File: src/shared/uef_pkg.sv
// package for the uart event, fifo control and link format register block
package uef_pkg;

  // register offsets
  localparam logic [2:0] UEF_OFF_EVENT   = 3'h2;
  localparam logic [2:0] UEF_OFF_FORMAT  = 3'h3;
  localparam logic [2:0] UEF_OFF_MODE    = 3'h4;
  localparam logic [2:0] UEF_OFF_IRCTL   = 3'h5;
  localparam logic [2:0] UEF_OFF_SHADOW  = 3'h7;

  // bank 3 holds the line format shadow
  localparam logic [7:0] UEF_BANK3_CODE  = 8'he4;

  // event flag bit positions
  localparam int UEF_EV_RXHDL = 0;
  localparam int UEF_EV_TXLDL = 1;
  localparam int UEF_EV_LINK  = 2;
  localparam int UEF_EV_MODEM = 3;
  localparam int UEF_EV_DMA   = 4;
  localparam int UEF_EV_TX_EMPTY_STATUS = 5;

  // fifo control bit positions
  localparam int UEF_FC_EN    = 0;
  localparam int UEF_FC_RX_SOFT_RESET  = 1;
  localparam int UEF_FC_TX_SOFT_RESET  = 2;
  localparam int UEF_FC_TXTH  = 4;
  localparam int UEF_FC_RXTH  = 6;

  // line format, bank select, mode and ir control bit positions
  localparam int UEF_LF_STB   = 2;
  localparam int UEF_LF_PEN   = 3;
  localparam int UEF_LF_EPS   = 4;
  localparam int UEF_LF_STICK_PARITY  = 5;
  localparam int UEF_LF_BRK   = 6;
  localparam int UEF_BS_ON    = 7;
  localparam int UEF_MODE_LSB = 5;
  localparam int UEF_IRSEL    = 1;

  localparam logic [7:0] UEF_LF_RESET = 8'h00;
  localparam logic [7:0] UEF_BS_RESET = 8'h00;
  localparam logic [7:0] UEF_FC_RESET = 8'h00;

  // 5 data bits after reset is code 00
  localparam logic [3:0] UEF_CHAR_BASE = 4'h5;

  // operating modes
  localparam logic [2:0] UEF_MODE_UART = 3'h0;
  localparam logic [2:0] UEF_MODE_AKIR = 3'h2;
  localparam logic [2:0] UEF_MODE_SIR  = 3'h3;
  localparam logic [2:0] UEF_MODE_CIR  = 3'h6;

  // fifo thresholds indexed by code, 16 and 32 deep
  localparam logic [5:0] UEF_TX16 [4] = '{6'h01, 6'h03, 6'h09, 6'h0d};
  localparam logic [5:0] UEF_TX32 [4] = '{6'h01, 6'h07, 6'h11, 6'h19};
  localparam logic [5:0] UEF_RX16 [4] = '{6'h01, 6'h04, 6'h08, 6'h0e};
  localparam logic [5:0] UEF_RX32 [4] = '{6'h01, 6'h08, 6'h10, 6'h1a};

  // status of the receive and transmit paths
  typedef struct packed {
    logic       rx_holding_full;
    logic       rx_timeout;
    logic       tx_holding_empty;
    logic       tx_empty_status;
    logic       parity_error;
    logic       framing_error;
    logic       break_detect;
    logic       rx_overrun;
    logic       tx_underrun;
    logic [3:0] modem_status_bits;
    logic       terminal_count;
    logic [5:0] rx_level;
    logic [5:0] tx_level;
  } uef_path_t;

  // clear strobes from reads and writes of the source registers
  typedef struct packed {
    logic rx_data_read;
    logic tx_data_write;
    logic line_status_read;
    logic modem_status_read;
  } uef_ack_t;

  // decoded link format presented to the serial engine
  typedef struct packed {
    logic [3:0] char_bits;
    logic       two_stop;
    logic       half_stop;
    logic       parity_on;
    logic       parity_value_fixed;
    logic       parity_const;
    logic       parity_even;
    logic       send_break;
  } uef_format_t;

endpackage

File: src/hw/uef_regs.sv
// event flags, fifo control and link format registers of a serial/ir port
//
// What this block does
// - extended mode shows every event source as its own pending flag
// - event register read clears only the dma event, others clear at source
// - rx high event: holding full, or fifo at threshold or timeout
// - tx low event: holding empty, or fifo below threshold
// - link event on receive error or break; fifo errors reported at bottom
// - consumer ir: link event on receiver overrun or transmitter underrun
// - modem event from modem status bits 0..3, forced 0 when ir select set outside uart mode
// - dma event set by terminal count, cleared by event register read
// - tx empty event mirrors line status bit 6; bits 7 and 6 read 0
// - fifo enable turns both fifos on, clearing empties; forced in consumer ir
// - rx soft reset empties rx fifo, resets receiver, self clears
// - tx soft reset empties tx fifo, resets transmitter, self clears
// - tx threshold codes give 1,3,9,13 or 1,7,17,25 entries
// - rx threshold codes give 1,4,8,14 or 1,8,16,26 entries
// - read at format address returns bank select; format via bank 3 shadow
// - bit 7 low writes both; high and not bank 1 writes bank select only
// - format bits 6..0 ignored in consumer ir mode
// - char length codes select 5,6,7,8 bits, 5 after reset
// - stop bit: 1, or 1.5 for 5 bits else 2; receiver checks one
// - parity: none, odd, even, constant one, constant zero
// - break drives only the transmit front end
// - bank select: bit 7 low means bank 0, else bits 6..0 encode bank
// - mode field in bits 7..5 picks uart, keyed ir, sir or consumer ir
//
// Our own choice: the strobed register port.
`timescale 1ns/1ps

module uef_regs
  import uef_pkg::*;
#(
  parameter int FIFO_DEPTH = 16,
  parameter bit LEGACY_DMA = 1'b1
) (
  // clock and reset
  input  wire logic                clk,
  input  wire logic                rstn,
  // register port
  input  wire logic [2:0]          addr,
  input  wire logic [7:0]          wdata,
  input  wire logic                wr,
  input  wire logic                rd,
  output logic [7:0]               rdata,
  // path status and clear strobes
  input  wire uef_pkg::uef_path_t  path,
  input  wire uef_pkg::uef_ack_t   ack,
  // controls to the serial engine
  output logic                     fifo_on,
  output logic                     rx_flush,
  output logic                     tx_flush,
  output uef_pkg::uef_format_t     format,
  output logic [2:0]               op_mode_sel,
  output logic [6:0]               active_bank
);

  import uef_pkg::*;

  logic [7:0] line_format;
  logic [7:0] bank_select;
  logic [7:0] fifo_control;
  logic [7:0] mode_control;
  logic [7:0] ir_control_two;
  logic       link_pend;
  logic       modem_pend;
  logic       dma_tc_event;
  logic       cir;
  logic       fifo_eff;
  logic [5:0] tx_thresh;
  logic [5:0] rx_thresh;
  logic [7:0] event_flags_ext;
  logic       bank1_code;
  logic       ev_read;

  assign cir        = (mode_control[7:UEF_MODE_LSB] == UEF_MODE_CIR);
  assign fifo_eff   = cir | fifo_control[UEF_FC_EN];
  assign ev_read    = rd && (addr == UEF_OFF_EVENT);
  // codes that land in bank 1 still let the line format be written
  assign bank1_code = wdata[7] &&
                      (!wdata[6] || wdata[1] || wdata[0]);

  // thresholds follow the fifo depth
  always_comb begin
    if (FIFO_DEPTH > 16) begin
      tx_thresh = UEF_TX32[fifo_control[UEF_FC_TXTH +: 2]];
      rx_thresh = UEF_RX32[fifo_control[UEF_FC_RXTH +: 2]];
    end else begin
      tx_thresh = UEF_TX16[fifo_control[UEF_FC_TXTH +: 2]];
      rx_thresh = UEF_RX16[fifo_control[UEF_FC_RXTH +: 2]];
    end
  end

  // event flags assembled from live levels and sticky pendings
  always_comb begin
    event_flags_ext = 8'h00;
    event_flags_ext[UEF_EV_RXHDL] = fifo_eff ?
        ((path.rx_level >= rx_thresh) | path.rx_timeout) :
        path.rx_holding_full;
    event_flags_ext[UEF_EV_TXLDL] = fifo_eff ?
        (path.tx_level < tx_thresh) : path.tx_holding_empty;
    event_flags_ext[UEF_EV_LINK]  = link_pend;
    event_flags_ext[UEF_EV_MODEM] = modem_pend &
        ((mode_control[7:UEF_MODE_LSB] == UEF_MODE_UART) |
         !ir_control_two[UEF_IRSEL]);
    event_flags_ext[UEF_EV_DMA]   = dma_tc_event;
    event_flags_ext[UEF_EV_TX_EMPTY_STATUS] = path.tx_empty_status;
  end

  // link event: errors arrive already aligned to the fifo bottom upstream
  always_ff @(posedge clk) begin
    if (!rstn || rx_flush) begin
      link_pend <= 1'b0;
    end else if (cir ? (path.rx_overrun | path.tx_underrun) :
                 (path.rx_overrun | path.parity_error |
                  path.framing_error | path.break_detect)) begin
      link_pend <= 1'b1;
    end else if (ack.line_status_read) begin
      link_pend <= 1'b0;
    end
  end

  // modem event: set wins over the clear from a status read
  always_ff @(posedge clk) begin
    if (!rstn) begin
      modem_pend <= 1'b0;
    end else if (|path.modem_status_bits) begin
      modem_pend <= 1'b1;
    end else if (ack.modem_status_read) begin
      modem_pend <= 1'b0;
    end
  end

  // dma terminal count event, the only flag an event read clears
  always_ff @(posedge clk) begin
    if (!rstn) begin
      dma_tc_event <= 1'b0;
    end else if (LEGACY_DMA && path.terminal_count) begin
      dma_tc_event <= 1'b1;
    end else if (ev_read) begin
      dma_tc_event <= 1'b0;
    end
  end

  // fifo control; soft reset bits never stored, and a read at this address returns the event flags instead
  always_ff @(posedge clk) begin
    if (!rstn) begin
      fifo_control <= UEF_FC_RESET;
    end else if (wr && addr == UEF_OFF_EVENT) begin
      fifo_control <= {wdata[7:4], 1'b0, 2'b00, wdata[UEF_FC_EN]};
    end
  end

  // flush pulses last one cycle after the causing write
  always_ff @(posedge clk) begin
    if (!rstn) begin
      rx_flush <= 1'b0;
      tx_flush <= 1'b0;
      fifo_on  <= 1'b0;
    end else begin
      rx_flush <= wr && addr == UEF_OFF_EVENT &&
                  (wdata[UEF_FC_RX_SOFT_RESET] || (!wdata[UEF_FC_EN] && !cir));
      tx_flush <= wr && addr == UEF_OFF_EVENT &&
                  (wdata[UEF_FC_TX_SOFT_RESET] || (!wdata[UEF_FC_EN] && !cir));
      fifo_on  <= fifo_eff;
    end
  end

  // shared format / bank address
  always_ff @(posedge clk) begin
    if (!rstn) begin
      line_format <= UEF_LF_RESET;
      bank_select <= UEF_BS_RESET;
    end else if (wr && addr == UEF_OFF_FORMAT) begin
      bank_select <= wdata;
      if (!wdata[UEF_BS_ON] || bank1_code) begin
        line_format <= wdata;
      end
    end
  end

  // mode control and ir control, both simple software registers
  always_ff @(posedge clk) begin
    if (!rstn) begin
      mode_control   <= 8'h00;
      ir_control_two <= 8'h00;
    end else if (wr && addr == UEF_OFF_MODE) begin
      mode_control   <= wdata;
    end else if (wr && addr == UEF_OFF_IRCTL) begin
      ir_control_two <= wdata;
    end
  end

  // decoded outputs; consumer ir holds the reset format in force
  always_ff @(posedge clk) begin
    if (!rstn) begin
      format      <= '0;
      op_mode_sel <= UEF_MODE_UART;
      active_bank <= 7'h00;
    end else begin
      op_mode_sel <= mode_control[7:UEF_MODE_LSB];
      active_bank <= bank_select[UEF_BS_ON] ? bank_select[6:0] : 7'h00;
      if (cir) begin
        format <= '0;
        format.char_bits <= UEF_CHAR_BASE;
      end else begin
        format.char_bits <= UEF_CHAR_BASE + {2'b00, line_format[1:0]};
        format.two_stop  <= line_format[UEF_LF_STB] &&
                            line_format[1:0] != 2'b00;
        format.half_stop <= line_format[UEF_LF_STB] &&
                            line_format[1:0] == 2'b00;
        format.parity_on <= line_format[UEF_LF_PEN];
        format.parity_value_fixed <= line_format[UEF_LF_STICK_PARITY];
        format.parity_const <= !line_format[UEF_LF_EPS];
        format.parity_even  <= line_format[UEF_LF_EPS];
        format.send_break   <= line_format[UEF_LF_BRK];
      end
    end
  end

  // read data one cycle after the strobe; unmapped reads give zero
  always_ff @(posedge clk) begin
    if (!rstn) begin
      rdata <= 8'h00;
    end else if (rd) begin
      case (addr)
        UEF_OFF_EVENT:  rdata <= event_flags_ext;
        UEF_OFF_FORMAT: rdata <= bank_select;
        UEF_OFF_MODE:   rdata <= mode_control;
        UEF_OFF_IRCTL:  rdata <= ir_control_two;
        UEF_OFF_SHADOW: rdata <= (bank_select == UEF_BANK3_CODE) ?
                                 line_format : 8'h00;
        default:        rdata <= 8'h00;
      endcase
    end else begin
      rdata <= 8'h00;
    end
  end

endmodule

File: config.mk
export PLATFORM = sky130hd
export DESIGN_NAME = uef_regs
export DESIGN_NICKNAME = d
export VERILOG_FILES = /design/src/shared/uef_pkg.sv /design/src/hw/uef_regs.sv
export SDC_FILE = /design/constraint.sdc
export NUM_CORES = 1
export LEC_CHECK = 0
export CORE_MARGIN = 3
export CORE_UTILIZATION = 30
export CTS_CLUSTER_SIZE = 40
export DETAILED_ROUTE_END_ITERATION = 16
export DONT_BUFFER_PORTS = 1
export GPL_ROUTABILITY_DRIVEN = 0
export GPL_TIMING_DRIVEN = 0
export PLACE_DENSITY_LB_ADDON = 0.1
export SYNTH_ARGS = -nofsm -noshare
export SYNTH_HDL_FRONTEND = slang
export SYNTH_SLANG_ARGS = --single-unit
File: constraint.sdc
create_clock -name clk -period 2.1 [get_ports clk]
set_clock_uncertainty 0.15 [all_clocks]
set_input_delay 0.105 -clock clk [delete_from_list [all_inputs] [get_ports clk]]
set_output_delay 0.105 -clock clk [all_outputs]
set_load 0.01 [all_outputs]
==> out/results.ini <==
[outcome]
status = finished clean

[synthesis]
synth_seq_cells = 72
async_reset_ff_share_pct = 0
seq_area_frac_synth_pct = 48.8
synth_cell_type_count = 39
synth-main-ff-cell = dfxtp_1
syn_nets = 369
synth.avg_cell_area_sq_um = 9.37
synth-edff-count = 0
synthesis.area_sq_um = 2950
synthCells = 315
yosysWarnings = 0

[global_route]
grt_pass1_vias = 2300
overflow = 0
antenna_found_initial = 0
gr-usage-all-layers_pct = 15.9
grt_max_degree = 13
grt_pass1_wl_mm = 13.3

[detailed_routing]
drt_iter0_drc = 121
firstDrtPassIters = 6
ant_nets = 0
route.detailed.drc = 0
drt-total-wl_mm = 8.47
viasPerCell = 4.75
avgRoutedWirePerCell_microns = 17.5
vias = 2305

[layout]
antenna_cells = 0
area_growth_pct = 20.3
final_common_cell = dfxtp_1
drive_gt1_share_pct = 8.15
fill_cells = 979
multiInputGateArea_sq_um = 1430
seq_area_sq_um = 1440
nNetsFinal = 405
final_cell_mix = dfxtp_1 (72), nand2_1 (60), a21boi_0 (27)

[cts]
insertion_delay_ns = 0.35
h-tree-depth = 3
cts_setup_buffers = 0
path_clk_slew_ns = 0.07
cts_root_buf = clkbuf_8
cts_resized = 0
cts_tree = yes
cts_buffer_depth = 2
cts_made_buffers = 9
clock-sinks = 72

[sta]
tightest_slew_ns = 0.721
fin_ws_ns = 0.186
drv_slew = 0
max_slew_margin_pct = 51.9
finalCritPeriodShare_pct = 91.2
finalHoldViolCount = 0
period_needed_ns = 1.91
setup_violations = 0
rsz0062_at_grt = false
fmax_mhz = 522
tns_ns = 0

[power]
p_leak_uw = 0.00130
clkPwrFrac_pct = 39.9
seqPwrFrac_pct = 52.6
max-vdd-ir-drop_v = 0.000233
power.density_nw_per_um2 = 757
power_frac_comb_pct = 7.5
p_switching_uw = 658
intPower_uw = 2030
swShare_pct = 24.5

[critical_path]
end_kind = flop
crit_buf_inv = 2
cpPeakStageDelay_ns = 0.56
path_max_fanout = 6
cp_common_cell = nor2_1
worstPathArrival_ns = 2.02
cp_slowest_cell = dlygate4sd3_1
crit_type = reg2reg
worst_setup_path_start_kind = flop
crit_family = buffers and inverters
required_ns = 2.20
path_cells = and3b_1 > clkbuf_1 > nor2_1 > nor2_1 > dlygate4sd3_1 > nor2_1

[placement]
portBuffers = 0
dp_slack_ns = 0.285
dp_hpwl_mm = 6.00

[floorplanning]
fp.coreArea_sq_um = 9420
dieArea_sq_um = 11100
initial_core_util_pct = 31.3
io_pins = 77
rows = 35
die_w_microns = 105
die_height_microns = 105

[run]
maxCapViolCount = 0

[worst_hold_path]
worstHoldPathType = in2reg

## final timing paths
| path | from | to | slack [ns] | cells after the start |
|---|---|---|---|---|
| max | mode_control[6] | tx_flush | 0.19 | 6 |
| min | path[24] | rdata[0] | 0.01 | 4 |
| max reg2reg | mode_control[6] | tx_flush | 0.19 | 6 |
| min reg2reg | mode_control[3] | mode_control[3] | 0.32 | 2 |
## flip-flops by register name, indices dropped and copies added (netlist names)
name / cells
link_pend: 1
format: 11
line_format: 8
active_bank: 7
tx_flush: 1
fifo_control: 5
ir_control_two: 8
rdata: 8
bank_select: 8
mode_control: 8
dma_tc_event: 1
rx_flush: 1
op_mode_sel: 3
modem_pend: 1
fifo_on: 1
## worst reg2reg max path: cells and delay by family, from the launching register on
| kind | cells | cell delay (ns) |
|---|---|---|
| flip-flops | 1 | 0.42 |
| buffers and inverters | 2 | 0.80 |
| AND/OR/NAND/NOR | 4 | 0.44 |
## cells in the mapped netlist (4+ instances only)
master | instances | area share, %
dfxtp_1 | 72 | 49
nor2_1 | 24 | 3.1
ha_1 | 9 | 3.8
a21oi_1 | 7 | 1.2
a222oi_1 | 4 | 1.4
nand2_1 | 60 | 7.6
inv_1 | 7 | 0.89
clkbuf_1 | 8 | 1.0
o21ai_0 | 6 | 1.0
mux2i_1 | 16 | 5.4
and2_1 | 6 | 1.3
mux2_2 | 4 | 1.5
and3_1 | 13 | 2.8
nor2b_1 | 13 | 2.8
o22ai_1 | 4 | 0.85
nand3_1 | 4 | 0.68
a21boi_0 | 27 | 6.9
## what timing repair did
item	CTS	global route
setup endpoints to repair	0	0
hold buffers	25	0
endpoints found under the hold margin	46	0
## cells by family (layout without fill, tap and decap cells)
kind of cell	count (synthesis)	count (layout)	synth area share, %
AO/OA/AOI/OAI	59	59	14.9
adder cells (fa/ha/maj)	9	9	3.82
buffers and inverters	19	60	2.67
flip-flops	72	72	48.8
multiplexers	20	20	6.95
AND/OR/NAND/NOR	136	136	22.8
## final cells by class
class                           count  area share (%)
Tap cell                          129            4.54
Clock buffer                       11            3.70
Inverter                            7           0.740
Buffer                             12            1.48
Timing Repair Buffer               25            7.04
Clock inverter                      5            1.62
Multi-Input combinational cell    224            40.3
Sequential cell                    72            40.6
## layer usage
metal	up-vias	share of wire, %	track usage (%)
met4	0	1.4	6.19
met1	1065	46	21.2
met2	69	47	24.3
met3	11	5.8	4.14
li1	1160	-	-
met5	-	0	0
## metrics by stage
stage	utilization, %	total power, uW	instances	hold WS (ns)	area, sq um
floorplan	-	1550	315	0.0757	2950
global placement	33.1	1590	444	0.0900	3110
detailed placement	33.1	1590	444	0.0855	3110
CTS	37.7	2710	485	0.00182	3550
global route	37.7	2800	485	0.0141	3550
finish	37.7	2690	485	0.00971	3550
## power by group through the flow
stage / clock network (uW) / registers [uW] / logic (uW)
2_1_floorplan: 0 / 1440 / 110
3_3_place_gp: 0 / 1450 / 144
3_5_place_dp: 0 / 1450 / 146
4_1_cts: 1090 / 1420 / 202
5_1_grt: 1160 / 1420 / 222
6_report: 1070 / 1420 / 201
Note: power is estimated with default switching activity, not from simulation.
